File: src/design/orient_pkg.sv
// Purpose: Shared constants and helpers for the orientation detection engine.
// Assumes: 12-bit signed samples, 1024 counts per g (2g full scale).
// Notes:   Register offsets, field positions and config and count reset values are defined here; status fields reset to zero in the engine.
package orient_pkg;

  // Register offsets on the internal register port.
  localparam logic [7:0] ADDR_STATUS = 8'h10;  // Orientation status, read only.
  localparam logic [7:0] ADDR_CONFIG = 8'h11;  // Orientation configuration.
  localparam logic [7:0] ADDR_COUNT  = 8'h12;  // Debounce count value.

  // Field positions in the status and configuration registers.
  localparam int STS_FLAG_BIT = 7;  // Change flag.
  localparam int STS_LOCK_BIT = 6;  // Tilt lockout.
  localparam int STS_CODE_LSB = 1;  // Orientation code, bits 2:1.
  localparam int STS_BF_BIT   = 0;  // Back or front facing.
  localparam int CFG_MODE_BIT = 7;  // Debounce mode select.
  localparam int CFG_EN_BIT   = 6;  // Detection enable.

  // Values after reset.
  localparam logic       CFG_MODE_RST = 1'h1;   // Clear-on-lapse by default.
  localparam logic       CFG_EN_RST   = 1'h0;   // Detection off by default.
  localparam logic [7:0] COUNT_RST    = 8'h00;  // Debounce count after reset.

  // Orientation codes.
  localparam logic [1:0] CODE_UP_NORMAL   = 2'h0;
  localparam logic [1:0] CODE_UP_INVERTED = 2'h1;
  localparam logic [1:0] CODE_SIDE_RIGHT  = 2'h2;
  localparam logic [1:0] CODE_SIDE_LEFT   = 2'h3;

  // Acceleration thresholds in counts at 1024 counts per g.
  localparam logic [11:0] OVERLOAD_LIMIT = 12'h500;  // 1.25g.
  localparam logic [11:0] LOCK_XY_LIMIT  = 12'h1f1;  // Sine of the z-lock angle.

  // Oversampling modes.
  localparam logic [1:0] OSM_NORMAL  = 2'h0;
  localparam logic [1:0] OSM_LOWNOISE = 2'h1;
  localparam logic [1:0] OSM_HIGHRES = 2'h2;
  localparam logic [1:0] OSM_LOWPOWER = 2'h3;

  // Per-rate log2 of debounce steps added per sample, one nibble per rate code.
  localparam logic [31:0] SHIFT_NORMAL   = 32'h5320_0000;
  localparam logic [31:0] SHIFT_LOWNOISE = 32'h3100_0000;
  localparam logic [31:0] SHIFT_HIGHRES  = 32'h8653_2100;
  localparam logic [31:0] SHIFT_LOWPOWER = 32'h2000_0000;

  // Debounce steps that one output sample is worth.
  function automatic logic [8:0] step_weight(input logic [2:0] rate, input logic [1:0] osm);
    logic [31:0] tab;
    tab = SHIFT_NORMAL;
    case (osm)
      OSM_LOWNOISE: tab = SHIFT_LOWNOISE;
      OSM_HIGHRES:  tab = SHIFT_HIGHRES;
      OSM_LOWPOWER: tab = SHIFT_LOWPOWER;
      default:      tab = SHIFT_NORMAL;
    endcase
    return 9'h001 << tab[{rate, 2'h0} +: 4];
  endfunction

  // Magnitude of a signed 12-bit sample; full negative reads as 2048.
  function automatic logic [11:0] mag12(input logic [11:0] v);
    return v[11] ? 12'(~v + 12'h001) : v;
  endfunction

endpackage

File: src/design/debounce_if.sv
// Purpose: Carrier between the orientation engine and its debounce counter.
// Assumes: One clock domain.
// Notes:   The engine drives requests, the counter answers.
interface debounce_if;
  logic       step;     // One evaluation this cycle.
  logic       lapse;    // Candidate equals committed state.
  logic       restart;  // Force counter to its initial state.
  logic       mode_clr; // Lapse clears rather than decrements.
  logic [8:0] weight;   // Steps worth of one sample.
  logic [7:0] limit;    // Programmed debounce count.
  logic       done;     // Count reached on this step.
  logic [9:0] level;    // Present counter value.

  modport ctrl    (output step, lapse, restart, mode_clr, weight, limit, input done, level);
  modport counter (input step, lapse, restart, mode_clr, weight, limit, output done, level);
endinterface

File: src/design/debounce_counter.sv
// Purpose: Weighted debounce counter for orientation changes.
// Assumes: Limit is at most 255, so the level never exceeds 10 bits.
// Notes:   Done is combinational so the engine commits in the same cycle.
module debounce_counter
(
  input  wire logic   sys_clk_i,
  input  wire logic   rstn_i,
  debounce_if.counter dbif
);
  import orient_pkg::*;

  logic [9:0] level_r;  // Accumulated debounce steps.
  logic [9:0] sum;      // Level after adding this sample's weight.

  // Level plus weight stays under 1024 because the level is below the limit.
  assign sum        = level_r + {1'b0, dbif.weight};
  assign dbif.done  = dbif.step && !dbif.lapse && (sum >= {2'h0, dbif.limit});
  assign dbif.level = level_r;

  // Counter update; a count reached returns it to zero for the next change.
  always_ff @(posedge sys_clk_i)
  begin
    if (!rstn_i || dbif.restart)
    begin
      level_r <= 10'h000;
    end
    else if (dbif.step)
    begin
      if (dbif.lapse)
      begin
        // Clear mode drops at once; the other mode backs off one sample.
        if (dbif.mode_clr || (level_r < {1'b0, dbif.weight}))
          level_r <= 10'h000;
        else
          level_r <= level_r - {1'b0, dbif.weight};
      end
      else if (dbif.done)
      begin
        level_r <= 10'h000;
      end
      else
      begin
        level_r <= sum;
      end
    end
  end

endmodule

File: src/design/orientation_detect_status.sv
// Purpose: Orientation detection engine with status, config and debounce registers.
// Assumes: Samples and strobes come from logic on sys_clk_i; the serial interface
//          decodes host transfers into the register port.
// Notes:   Register reads answer one cycle after the read strobe.
module orientation_detect_status
(
  input  wire logic        sys_clk_i,
  input  wire logic        rstn_i,
  input  wire logic        sample_valid_i,
  input  wire logic [11:0] accel_x_i,
  input  wire logic [11:0] accel_y_i,
  input  wire logic [11:0] accel_z_i,
  input  wire logic        active_i,
  input  wire logic        sleep_i,
  input  wire logic [2:0]  output_sample_rate_i,
  input  wire logic [1:0]  oversample_mode_i,
  input  wire logic        orient_irq_enable_i,
  input  wire logic [7:0]  reg_addr_i,
  input  wire logic        reg_wr_i,
  input  wire logic        reg_rd_i,
  input  wire logic [7:0]  reg_wdata_i,
  output logic      [7:0]  reg_rdata_o,
  output logic             orient_irq_source_o
);
  import orient_pkg::*;

  debounce_if dbif ();  // Link to the debounce counter.

  // Registers visible to the host.
  logic       debounce_mode_sel_r;     // One clears the counter on lapse.
  logic       orient_detect_enable_r;  // Detection enable.
  logic [7:0] debounce_value_r;        // Programmed debounce count.
  logic       orient_change_flag_r;    // Sticky change flag.
  logic       tilt_lockout_r;          // Committed lockout.
  logic [1:0] orient_code_r;           // Committed orientation code.
  logic       back_front_facing_r;     // Committed facing.
  logic [7:0] rdata_r;                 // Registered read data.

  // Internal state.
  logic       active_q_r;       // Active level one cycle ago.
  logic       sleep_q_r;        // Sleep level one cycle ago.
  logic       first_pending_r;  // First evaluation after activation still due.

  // Candidate classification of the present sample.
  logic [11:0] mag_x;
  logic [11:0] mag_y;
  logic [11:0] mag_z;
  logic        overload;     // Some axis above 1.25g.
  logic        cand_lock;    // Candidate tilt lockout.
  logic [1:0]  cand_code;
  logic        cand_bf;
  logic [3:0]  cand_state;
  logic [3:0]  cur_state;
  logic        eval;         // An evaluation takes place this cycle.
  logic        first_commit; // Evaluation that commits unconditionally.
  logic        commit;       // Candidate replaces the committed state.
  logic        flag_set;     // Change flag is set this cycle.
  logic        status_read;  // Host reads the status register.
  logic        sleep_edge;   // Wake/sleep transition.

  assign mag_x = mag12(accel_x_i);
  assign mag_y = mag12(accel_y_i);
  assign mag_z = mag12(accel_z_i);

  // Above 1.25g the reading is not gravity alone, so the pose is not trusted.
  assign overload = (mag_x > OVERLOAD_LIMIT) || (mag_y > OVERLOAD_LIMIT) ||
                    (mag_z > OVERLOAD_LIMIT);

  // Lockout when the device lies nearly flat and x and y carry little gravity.
  assign cand_lock = (mag_x < LOCK_XY_LIMIT) && (mag_y < LOCK_XY_LIMIT);

  // Facing follows the sign of z: negative z means the back faces up.
  assign cand_bf = accel_z_i[11];

  // Upright when y dominates, sideways when x dominates.
  always_comb
  begin
    if (mag_y >= mag_x)
      cand_code = accel_y_i[11] ? CODE_UP_INVERTED : CODE_UP_NORMAL;
    else
      cand_code = accel_x_i[11] ? CODE_SIDE_LEFT : CODE_SIDE_RIGHT;
  end

  assign cand_state = {cand_bf, cand_code, cand_lock};
  assign cur_state  = {back_front_facing_r, orient_code_r, tilt_lockout_r};

  // One evaluation per sample, only when enabled, active and not overloaded.
  assign eval = sample_valid_i && orient_detect_enable_r && active_i
                && !overload;
  assign first_commit = eval && first_pending_r;
  assign commit       = first_commit || dbif.done;
  assign flag_set     = first_commit || (dbif.done && (cand_state != cur_state));
  assign status_read  = reg_rd_i && (reg_addr_i == ADDR_STATUS);
  assign sleep_edge   = sleep_i != sleep_q_r;

  // Requests to the debounce counter.
  assign dbif.step     = eval && !first_pending_r;
  assign dbif.lapse    = cand_state == cur_state;
  assign dbif.restart  = sleep_edge || first_commit || !orient_detect_enable_r
                         || !active_i;
  assign dbif.mode_clr = debounce_mode_sel_r;
  assign dbif.weight   = step_weight(output_sample_rate_i, oversample_mode_i);
  assign dbif.limit    = debounce_value_r;

  debounce_counter u_debounce
  (
    .sys_clk_i (sys_clk_i),
    .rstn_i    (rstn_i),
    .dbif      (dbif)
  );

  // Host writes to configuration and count; status is read only.
  always_ff @(posedge sys_clk_i)
  begin
    if (!rstn_i)
    begin
      debounce_mode_sel_r    <= CFG_MODE_RST;
      orient_detect_enable_r <= CFG_EN_RST;
      debounce_value_r       <= COUNT_RST;
    end
    else if (reg_wr_i && (reg_addr_i == ADDR_CONFIG))
    begin
      debounce_mode_sel_r    <= reg_wdata_i[CFG_MODE_BIT];
      orient_detect_enable_r <= reg_wdata_i[CFG_EN_BIT];
    end
    else if (reg_wr_i && (reg_addr_i == ADDR_COUNT))
    begin
      debounce_value_r <= reg_wdata_i;
    end
  end

  // Committed orientation; it moves even while the flag is still set.
  always_ff @(posedge sys_clk_i)
  begin
    if (!rstn_i)
    begin
      back_front_facing_r <= 1'b0;
      orient_code_r       <= CODE_UP_NORMAL;
      tilt_lockout_r      <= 1'b0;
    end
    else if (commit)
    begin
      back_front_facing_r <= cand_bf;
      orient_code_r       <= cand_code;
      tilt_lockout_r      <= cand_lock;
    end
  end

  // Sticky change flag; a new change in the read cycle survives the clear.
  always_ff @(posedge sys_clk_i)
  begin
    if (!rstn_i)
      orient_change_flag_r <= 1'b0;
    else if (flag_set)
      orient_change_flag_r <= 1'b1;
    else if (status_read)
      orient_change_flag_r <= 1'b0;
  end

  // Tracks standby to active and wake/sleep edges.
  always_ff @(posedge sys_clk_i)
  begin
    if (!rstn_i)
    begin
      active_q_r      <= 1'b0;
      sleep_q_r       <= 1'b0;
      first_pending_r <= 1'b0;
    end
    else
    begin
      active_q_r <= active_i;
      sleep_q_r  <= sleep_i;
      if (active_i && !active_q_r)
        first_pending_r <= 1'b1;
      else if (first_commit || !active_i)
        first_pending_r <= 1'b0;
    end
  end

  // Read data, registered; unmapped offsets and reserved bits read zero.
  always_ff @(posedge sys_clk_i)
  begin
    if (!rstn_i)
      rdata_r <= 8'h00;
    else if (reg_rd_i)
    begin
      case (reg_addr_i)
        ADDR_STATUS: rdata_r <= {orient_change_flag_r, tilt_lockout_r, 3'h0,
                                 orient_code_r, back_front_facing_r};
        ADDR_CONFIG: rdata_r <= {debounce_mode_sel_r, orient_detect_enable_r, 6'h00};
        ADDR_COUNT:  rdata_r <= debounce_value_r;
        default:     rdata_r <= 8'h00;
      endcase
    end
  end

  assign reg_rdata_o         = rdata_r;
  // The host learns of a change through this source bit.
  assign orient_irq_source_o = orient_change_flag_r && orient_irq_enable_i;
endmodule

File: config.mk
export PLATFORM = sky130hd
export DESIGN_NAME = orientation_detect_status
export DESIGN_NICKNAME = d
export VERILOG_FILES = /design/src/design/orient_pkg.sv /design/src/design/debounce_if.sv /design/src/design/debounce_counter.sv /design/src/design/orientation_detect_status.sv
export SDC_FILE = /design/constraint.sdc
export NUM_CORES = 1
export LEC_CHECK = 0
export CAP_MARGIN = 30
export CORE_AREA = 2 2 111 113
export CTS_BUF_LIST = sky130_fd_sc_hd__clkbuf_2 sky130_fd_sc_hd__clkbuf_4 sky130_fd_sc_hd__clkbuf_8
export CTS_CLUSTER_SIZE = 25
export DETAILED_ROUTE_END_ITERATION = 8
export DIE_AREA = 0 0 113 115
export DONT_BUFFER_PORTS = 1
export GPL_TIMING_DRIVEN = 0
export RECOVER_POWER = 25
export SLEW_MARGIN = 25
export SYNTH_ARGS = -nofsm -noshare
export SYNTH_HDL_FRONTEND = slang
export SYNTH_HIERARCHICAL = 1
export SYNTH_SLANG_ARGS = --single-unit
File: constraint.sdc
create_clock -name sys_clk_i -period 7.8 [get_ports sys_clk_i]
set_input_delay 0.78 -clock sys_clk_i [delete_from_list [all_inputs] [get_ports sys_clk_i]]
set_output_delay 0.78 -clock sys_clk_i [all_outputs]
set_load 0.02 [all_outputs]
==> run_results.csv, run 1 <==
group,metric,value,unit
die,dieArea,13000,sq um
place,io_buffers,0,
critical_path,crit_arrival,5150,ps
finish,areaGrowthSynthToFinish,6.793,%
timing,skew,9.812,ps
global_route,grt_overflow,0,
power_and_ir_drop,p_leak,1.805,nW
logic_synthesis,synth_cell_types,82,
clock_tree,cts-buffers-inserted,5,
timing,relSlewSlack,0.5877,
critical_path,path_max_fanout,10,
finish,layout.nets,647,
logic_synthesis,ys_warn_count,6,
clock_tree,cts_resized,0,
logic_synthesis,async_flop_share,0,
power_and_ir_drop,power.density,98.28,nW/um^2
route,firstDrtPassIters,6,
critical_path,end_kind,"flip-flop",
flow_run,max_cap_violations,0,
logic_synthesis,ys_seq_area_frac,0.1701,
run_status,outcome,"finished, violations left",
timing,setup_tns,0,ps
logic_synthesis,synth-edff-count,0,
logic_synthesis,synth_seq_cells,36,
worst_hold_path,holdCritPathClass,"reg2reg",
clock_tree,clkLatencyLatePin,290,ps
run_status,violations,"DRC",
die,die_y,115,um
route,drc,4,
timing,setup_viol,0,
route,drt_iter0_drc,166,
power_and_ir_drop,peakVddDrop,49.18,uV
logic_synthesis,synth_top_flop_cell,"dfxtp_1",
die,io_pins,74,
global_route,first_global_vias,3715,
logic_synthesis,netlist_area,4237,sq um
timing,finalCritPeriodShare,0.6325,
global_route,antenna_found_initial,0,
clock_tree,h-tree-depth,2,
finish,final_area,4524,sq um
place,hpwl,8.672,mm
global_route,grt_pass1_wl,17.23,mm
clock_tree,post-cts-setup-buffers,0,
route,routedWlPerCell,15.02,um
timing,grt_setup_unrepaired,"false",
critical_path,critPathRequiredTime,8020,ps
clock_tree,clk_pin_slew_worst_paths,80,ps
die,core_area,11810,sq um
finish,drive_gt1_frac,0.07551,
clock_tree,cts.sinks,36,
logic_synthesis,synth_top_area_cell,"dfxtp_1",
critical_path,critPathKind,"in2reg",
timing,period_minus_slack,4934,ps
logic_synthesis,syn_area_per_cell,7.963,sq um
global_route,grt_max_degree,12,
logic_synthesis,yosysMostFrequentCell,"inv_1",
place,placed_area,4432,sq um
logic_synthesis,synth_top_area_share,0.1701,
place,globalplace.congestion,0.8372,
logic_synthesis,yosys-top-cells-count,"inv_1 (46), nor2_1 (39), ha_1 (38)",
critical_path,worstSetupStartpointType,"primary input",
route,num_vias,3842,
logic_synthesis,yosys-top-cells-area,"dfxtp_1 (17%), ha_1 (11%), xnor2_1 (5.0%)",
clock_tree,cts_tree,"built",
route,drt-vias-per-instance,5.568,
timing,hold_viol,0,
timing,fmax,202.7,MHz
die,fp-row-count,40,
route,drt-total-wl,10.36,mm
clock_tree,clockBufferDepth,2,
clock_tree,cts_hold_buf,0,
clock_tree,clock-root-buffer,"clkbuf_8",
timing,worstMarginPinSlew,618.5,ps
route,ant_nets,0,
global_route,grtUsageTotal,0.1591,
die,start_util,0.3587,
finish,diodes,0,
timing,timing.final.max_slew_violations,0,
logic_synthesis,syn_inst,532,
die,die_w,113,um
## power breakdown
part           switching [W]  internal [W]
clock network      0.0000672     0.0000705
logic              0.0000687     0.0000530
registers        0.000000700      0.000185
total               0.000137      0.000308
## placed cells by master (no fill, tap or decap), types with 8 or more instances in the layout
cell type / synthesis / routed
a31oi_1: 10 / 10
nand2_1: 27 / 27
nor2_1: 39 / 39
nor2b_1: 28 / 28
nand2b_1: 8 / 8
xor2_1: 12 / 12
mux2i_1: 20 / 20
xnor2_1: 24 / 24
dfxtp_1: 36 / 36
nand3_1: 11 / 11
clkbuf_1: 10 / 10
a21oi_1: 37 / 37
nor3_1: 14 / 14
inv_1: 46 / 46
o21ai_0: 21 / 21
ha_1: 38 / 38
## critical path, stage by stage
cell and delay [ps]:
inv_1 90, ha_1 300, nor3b_1 460, nor2_1 100, xnor2_1 260, inv_1 80, ha_1 290, nand3_1 60
nand2_1 70, a41oi_1 40, maj3_1 370, o221ai_1 280, a211oi_4 140, a211o_1 240, nand3_1 100, and3_1 260
inv_1 60, o32ai_1 500, buf_4 270, nand2_1 80, nor3b_1 150, nor3b_1 170
## flip-flops by register name, summed over array words and instances (netlist names)
register	count
dbif.mode_clr	1
first_pending_r	1
orient_code_r	2
orient_detect_enable_r	1
dbif.limit	8
reg_rdata_o	8
tilt_lockout_r	1
orient_change_flag_r	1
sleep_q_r	1
u_debounce/dbif.level	10
back_front_facing_r	1
active_q_r	1
## final cells by class
type,count,area (sq um)
fill,1217,7287
inverter,47,176.4
tap,147,183.9
clock inverter,2,10.01
sequential,36,720.7
clock buffer,6,82.58
multi-input combinational,434,3232
buffer,18,118.9
## worst paths after layout
path / start / to / slack (ps) / cells after the start
max reg2reg: u_debounce/dbif.level[0] / orient_code_r[1] / 4020 / 15
min: active_q_r / first_pending_r / 420 / 1
max: accel_y_i[0] / u_debounce/dbif.level[5] / 2870 / 22
min reg2reg: active_q_r / first_pending_r / 420 / 1
## cell families after synthesis
group,count (synthesis),share of synthesized area
xor+xnor,38,0.08210
other cells,1,0.0008852
fa+ha+maj,41,0.1240
compound gates,135,0.2351
buf+inv,65,0.06970
mux,21,0.04991
flops,36,0.1701
simple gates,195,0.2682
## through the flow
stage	setup slack, ps	util	power [W]	hold WS (ps)	cells
CTS	2872	0.3831	0.0004495	418.7	690
detailed placement	2594	0.3752	0.0003111	407.7	682
global placement	2674	0.3752	0.0003073	387.7	682
finish	2866	0.3831	0.0004446	416.2	690
floorplan	3337	-	0.0002894	383.5	535
global route	2425	0.3831	0.0004731	437.1	690
## layer usage
layer,track usage,vias up,wire (um)
li1,-,1935,-
met1,0.1993,1795,4559
met2,0.2806,101,5038
met3,0.03057,11,643
met4,0.04309,0,123
met5,0,-,0
No activity file was read; power rests on OpenSTA's default activity.
==> run 2, diff against run 1 <==
--- a/config.mk
+++ b/config.mk
@@ -5,12 +5,13 @@
 export SDC_FILE = /design/constraint.sdc
 export NUM_CORES = 1
 export LEC_CHECK = 0
+export ABC_AREA = 1
 export CAP_MARGIN = 30
-export CORE_AREA = 2 2 111 113
+export CORE_AREA = 2 2 115 117
 export CTS_BUF_LIST = sky130_fd_sc_hd__clkbuf_2 sky130_fd_sc_hd__clkbuf_4 sky130_fd_sc_hd__clkbuf_8
 export CTS_CLUSTER_SIZE = 25
 export DETAILED_ROUTE_END_ITERATION = 8
-export DIE_AREA = 0 0 113 115
+export DIE_AREA = 0 0 117 119
 export DONT_BUFFER_PORTS = 1
 export GPL_TIMING_DRIVEN = 0
 export RECOVER_POWER = 25
==> constraint.sdc (replaced) <==
create_clock -name sys_clk_i -period 4.99 [get_ports sys_clk_i]
set_input_delay 0.499 -clock sys_clk_i [delete_from_list [all_inputs] [get_ports sys_clk_i]]
set_output_delay 0.499 -clock sys_clk_i [all_outputs]
set_load 0.02 [all_outputs]
==> run_results.csv, run 2 <==
group,metric,value,unit
place,place_ws,523.1,ps
finish,areaGrowthSynthToFinish,6.656,%
critical_path,critPathRequiredTime,5180,ps
logic_synthesis,synth_compound_area_frac,0.1391,
clock_tree,cts_hold_buf,0,
global_route,grt_max_degree,14,
die,start_util,0.3592,
logic_synthesis,synthSimpleGateAreaFrac,0.4267,
place,placed_area,4856,sq um
route,drc,0,
run_status,outcome,"finished, final reports clean",
critical_path,cpLargestDelayFamily,"simple AND/OR/NAND/NOR gates",
timing,fmax,241.0,MHz
die,dieArea,13920,sq um
clock_tree,clk_pin_slew_worst_paths,80,ps
logic_synthesis,synth_seq_cells,36,
timing,finalCritPeriodShare,0.8315,
clock_tree,post-cts-setup-buffers,0,
logic_synthesis,ys_warn_count,6,
critical_path,cpPeakStageDelay,340,ps
timing,whs,296.1,ps
global_route,grt.met1_usage,0.2183,
timing,skew,12.18,ps
route,routedWlPerCell,11.81,um
route,ant_nets,0,
finish,drive_gt1_frac,0.1125,
clock_tree,clock-root-buffer,"clkbuf_8",
power_and_ir_drop,internal-power,0.0004690,W
clock_tree,h-tree-depth,2,
logic_synthesis,syn_area_per_cell,5.861,sq um
finish,instances_no_fill,976,
power_and_ir_drop,p_leak,2.542,nW
finish,final_area,4932,sq um
route,firstDrtPassIters,6,
clock_tree,cts_resized,0,
clock_tree,cts_tree,"built",
logic_synthesis,ys_seq_area_frac,0.1558,
logic_synthesis,syn_inst,789,
power_and_ir_drop,peakVddDrop,162.1,uV
power_and_ir_drop,combPwrFrac,0.305,
logic_synthesis,yosysMostFrequentCell,"nand2_1",
critical_path,cp_slowest_cell,"ha_1",
die,die_w,117,um
global_route,grtUsageMet3,0.02952,
global_route,grt_pass1_wl,19.07,mm
timing,relSlewSlack,0.4187,
place,place_inst,968,
finish,largest_reg_flops,10,
global_route,grt_overflow,0,
route,num_vias,4605,
critical_path,path_buf_inv,6,
timing,setup_tns,0,ps
place,hpwl,9.502,mm
power_and_ir_drop,power.density,148.8,nW/um^2
worst_hold_path,holdCritPathClass,"in2reg",
global_route,grtUsageMet2,0.2793,
clock_tree,clkLatencyLatePin,300,ps
timing,worst_slack,840.8,ps
critical_path,crit_path_frequent_cell,"nand2_1",
finish,fillers,1452,
critical_path,end_kind,"flip-flop",
clock_tree,cts.sinks,36,
logic_synthesis,synth_top_family_by_area,"simple AND/OR/NAND/NOR gates",
finish,diodes,0,
logic_synthesis,synth_cell_types,49,
die,fp-row-count,42,
die,core_area,12870,sq um
critical_path,worstSetupStartpointType,"primary input",
global_route,grt-busiest-layer,"met2",
logic_synthesis,synthAdderAreaFrac,0.1115,
logic_synthesis,synth_top_flop_cell,"dfxtp_1",
route,drt-vias-per-instance,4.718,
place,io_buffers,0,
die,die_y,119,um
global_route,first_global_vias,4316,
global_route,grtUsageTotal,0.1675,
finish,final_common_cell,"nand2_1",
power_and_ir_drop,pwr-share-seq,0.394,
logic_synthesis,synth_top_area_share,0.1794,
timing,hold_viol,0,
timing,timing.final.max_slew_violations,0,
timing,setup_viol,0,
clock_tree,clockBufferDepth,2,
power_and_ir_drop,pwr-share-clk,0.301,
flow_run,max_cap_violations,0,
place,globalplace.congestion,0.8761,
logic_synthesis,synthXorXnorAreaFrac,0.02083,
power_and_ir_drop,p_sw_frac,0.3607,
critical_path,crit_arrival,4340,ps
timing,period_minus_slack,4149,ps
global_route,antenna_found_initial,0,
timing,worstMarginPinSlew,864.0,ps
clock_tree,cts-buffers-inserted,5,
route,drt-total-wl,11.52,mm
logic_synthesis,yosys-top-cells-count,"nand2_1 (221), inv_1 (135), nor2_1 (70)",
logic_synthesis,netlist_area,4624,sq um
logic_synthesis,synth.area.mux_share,0,
logic_synthesis,synth-edff-count,0,
finish,layout.nets,904,
logic_synthesis,yosys-top-cells-area,"nand2_1 (18%), dfxtp_1 (16%), inv_1 (11%)",
route,drt_iter0_drc,237,
logic_synthesis,async_flop_share,0,
logic_synthesis,synth_top_area_cell,"nand2_1",
timing,grt_setup_unrepaired,"false",
die,io_pins,74,
finish,mostFrequentLayoutCells,"nand2_1 (221), inv_1 (135), nor2_1 (70)",
power_and_ir_drop,switchingPower,0.0002647,W
critical_path,path_max_fanout,9,
critical_path,critPathKind,"in2reg",
-- run 2: final timing paths --
kind,cells past startpoint,start,slack [ps],to
worst max-delay path,31,oversample_mode_i[1],840,orient_code_r[1]
worst min register to register,1,active_q_r,400,first_pending_r
worst max register to register,21,u_debounce/dbif.level[1],1750,orient_code_r[1]
worst min-delay path,2,sleep_i,300,sleep_q_r
-- run 2: layout make-up --
type,instances,area [sq um],share of cell area
Multi-Input combinational cell,593,3228,0.6545
Sequential cell,36,720.7,0.1461
Inverter,148,555.5,0.1126
Tap cell,176,220.2,0.04465
Buffer,15,115.1,0.02334
Clock buffer,5,68.82,0.01395
Clock inverter,3,23.77,0.004820
-- run 2: cells by family (layout without fill, tap and decap cells) --
family	count (synthesis)	in the layout
other cells	1	4
fa+ha+maj	40	40
simple gates	426	426
flops	36	36
xor+xnor	11	11
buf+inv	163	171
compound gates	112	112
-- run 2: stage by stage --
stage / power, W / util
global placement: 0.0005197 / 0.3772
floorplan: 0.0004822 / -
CTS: 0.0007458 / 0.3844
finish: 0.0007337 / 0.3831
detailed placement: 0.0005209 / 0.3772
global route: 0.0007885 / 0.3831
-- run 2: routing by layer --
| layer | routed length (um) | vias to the layer above |
|---|---|---|
| met3 | 736 | 11 |
| li1 | - | 2502 |
| met2 | 5345 | 97 |
| met4 | 166 | 0 |
| met5 | 0 | - |
| met1 | 5275 | 1995 |
-- run 2: power by group through the flow --
stage,logic (W),clock network [W],registers [W]
floorplan,0.000186,0,0.000296
global route,0.000260,0.000239,0.000290
global placement,0.000224,0,0.000296
finish,0.000223,0.000221,0.000289
CTS,0.000226,0.000230,0.000289
detailed placement,0.000225,0,0.000296
==> run 3, diff against run 2 <==
--- a/config.mk
+++ b/config.mk
@@ -5,13 +5,13 @@
 export SDC_FILE = /design/constraint.sdc
 export NUM_CORES = 1
 export LEC_CHECK = 0
-export ABC_AREA = 1
+export ABC_AREA = 0
 export CAP_MARGIN = 30
-export CORE_AREA = 2 2 115 117
+export CORE_AREA = 2 2 111 113
 export CTS_BUF_LIST = sky130_fd_sc_hd__clkbuf_2 sky130_fd_sc_hd__clkbuf_4 sky130_fd_sc_hd__clkbuf_8
 export CTS_CLUSTER_SIZE = 25
 export DETAILED_ROUTE_END_ITERATION = 8
-export DIE_AREA = 0 0 117 119
+export DIE_AREA = 0 0 113 115
 export DONT_BUFFER_PORTS = 1
 export GPL_TIMING_DRIVEN = 0
 export RECOVER_POWER = 25
==> constraint.sdc (replaced) <==
create_clock -name sys_clk_i -period 3.7 [get_ports sys_clk_i]
set_input_delay 0.37 -clock sys_clk_i [delete_from_list [all_inputs] [get_ports sys_clk_i]]
set_output_delay 0.37 -clock sys_clk_i [all_outputs]
set_load 0.02 [all_outputs]
==> run_results.csv, run 3 (synthesis gave the netlist of run 1 again) <==
group,metric,value,unit
run_status,outcome,"finished, violations left",
run_status,violations,"DRC, setup timing",
route,ant_nets,0,
route,drc,4,
power_and_ir_drop,pwr-share-seq,0.377,
global_route,antenna_found_initial,1,
clock_tree,clock-root-buffer,"clkbuf_8",
global_route,first_global_vias,3816,
timing,fmax,264.4,MHz
finish,drive_gt1_frac,0.2356,
global_route,grt_max_degree,11,
place,io_buffers,0,
die,die_w,113,um
critical_path,crit_start,"accel_y_i[3]",
route,routedWlPerCell,15.44,um
worst_hold_path,holdCritPathClass,"in2reg",
critical_path,reg2reg_from,"u_debounce/dbif.level[0]",
die,start_util,0.3587,
critical_path,cp_cell_sequence,"or3_4 -> or2_1 -> nand2_2 -> xnor2_4 -> ha_4 -> a21oi_2 -> nand2_1 -> a41oi_2 -> maj3_2 -> o221ai_4 -> a211oi_4 -> a211o_1 -> nand3_2 -> and3_4 -> nand3b_1 -> o32ai_4 -> buf_4 -> o311ai_2 -> or3b_1 -> o2111a_1",
finish,mostFrequentLayoutCells,"inv_1 (40), dfxtp_1 (36), nor2_1 (35)",
timing,setup_viol,6,
finish,final_util,0.4416,
power_and_ir_drop,combPwrFrac,0.331,
place,place_ws,-612.4,ps
die,core_area,11810,sq um
timing,timing.final.max_slew_violations,0,
clock_tree,clkLatencyLatePin,280,ps
clock_tree,cts.sinks,36,
power_and_ir_drop,power.density,198.7,nW/um^2
global_route,grt_overflow,0,
die,io_pins,74,
route,firstDrtPassIters,6,
finish,areaGrowthSynthToFinish,23.12,%
place,globalplace.congestion,0.8179,
critical_path,end_kind,"flip-flop",
clock_tree,clk_pin_slew_worst_paths,70,ps
timing,worst_slack,-81.48,ps
timing,hold_viol,0,
power_and_ir_drop,p_sw_frac,0.3065,
timing,relSlewSlack,0.5506,
die,die_y,115,um
power_and_ir_drop,internal-power,0.0007187,W
critical_path,path_max_fanout,5,
timing,worstMarginPinSlew,674.1,ps
finish,layout.nets,678,
route,drt-vias-per-instance,5.505,
finish,largest_reg_flops,10,
critical_path,critPathRequiredTime,3880,ps
flow_run,max_cap_violations,0,
route,num_vias,3969,
die,dieArea,13000,sq um
place,hpwl,8.688,mm
power_and_ir_drop,switchingPower,0.0003176,W
worst_hold_path,min_from,"rstn_i",
timing,grt_setup_unrepaired,"true",
die,fp-row-count,40,
clock_tree,h-tree-depth,2,
clock_tree,cts_hold_buf,0,
finish,fillers,1188,
route,drt-total-wl,11.14,mm
critical_path,crit_arrival,3960,ps
critical_path,cpPeakStageDelay,390,ps
critical_path,critPathKind,"in2reg",
global_route,grtUsageTotal,0.1637,
power_and_ir_drop,peakVddDrop,115.2,uV
clock_tree,cts_tree,"built",
power_and_ir_drop,p_leak,2.057,nW
clock_tree,clockBufferDepth,2,
clock_tree,cts-buffers-inserted,5,
timing,period_minus_slack,3781,ps
global_route,grt_pass1_wl,17.84,mm
critical_path,worstSetupStartpointType,"primary input",
power_and_ir_drop,pwr-share-clk,0.292,
critical_path,cp_slowest_cell,"or3_4",
finish,final_common_cell,"inv_1",
timing,skew,2.041,ps
timing,finalCritPeriodShare,1.022,
route,drt_iter0_drc,172,
run 3: critical path: cells and delay by family:
kind            cells  cell delay [ps]
simple gates        8             1590
buf+inv             1              160
xor+xnor            1              150
compound gates      8             1200
fa+ha+maj           2              490
run 3: area by class of cell:
cell class | instances | area [sq um] | share of cell area
inverters | 47 | 191.4 | 0.03670
repair buffers | 31 | 232.7 | 0.04462
multi-input cells | 434 | 3633 | 0.6966
well taps | 147 | 183.9 | 0.03526
diodes | 1 | 2.502 | 0.0004797
flip-flops and latches | 36 | 720.7 | 0.1382
clock buffers | 7 | 96.34 | 0.01847
plain buffers | 18 | 155.1 | 0.02974
run 3: final timing paths:
check	endpoint	slack [ps]	cells past startpoint
worst max-delay path	u_debounce/dbif.level[3]	-80	20
worst min-delay path	orient_change_flag_r	200	2
worst max register to register	back_front_facing_r	50	15
worst min register to register	first_pending_r	410	1
run 3: timing repair:
item | 4_1_cts | 5_1_grt
endpoints found under the setup margin | 15 | 15
gates resized for setup | 11 | 45
pin swaps | 13 | 33
setup buffers | 9 | 22
endpoints found under the hold margin | 0 | 0
run 3: metrics by stage:
step	setup TNS (ps)	instance area [sq um]	power [W]	instances	hold WS, ps
6_report	-271.2	5216	0.001036	721	204.7
5_1_grt	-2918	5216	0.001099	721	199.9
4_1_cts	0	4822	0.0009866	698	196.9
3_5_place_dp	-7566	4607	0.0006777	682	400.4
3_3_place_gp	-6084	4607	0.0006688	682	387.4
2_1_floorplan	-58.82	4423	0.0006301	535	383.5
run 3: power groups by stage:
stage | Clock (W) | Combinational, W | Sequential, W
global placement | 0 | 0.000269 | 0.000400
global route | 0.000327 | 0.000382 | 0.000391
detailed placement | 0 | 0.000278 | 0.000400
floorplan | 0 | 0.000231 | 0.000399
CTS | 0.000308 | 0.000288 | 0.000391
finish | 0.000302 | 0.000343 | 0.000391
run 3: layer usage:
| layer | global-route usage | wire [um] |
|---|---|---|
| met1 | 0.2037 | 4898 |
| met2 | 0.2942 | 5596 |
| met3 | 0.03532 | 514 |
| met4 | 0.03008 | 125 |
| met5 | 0 | 0 |
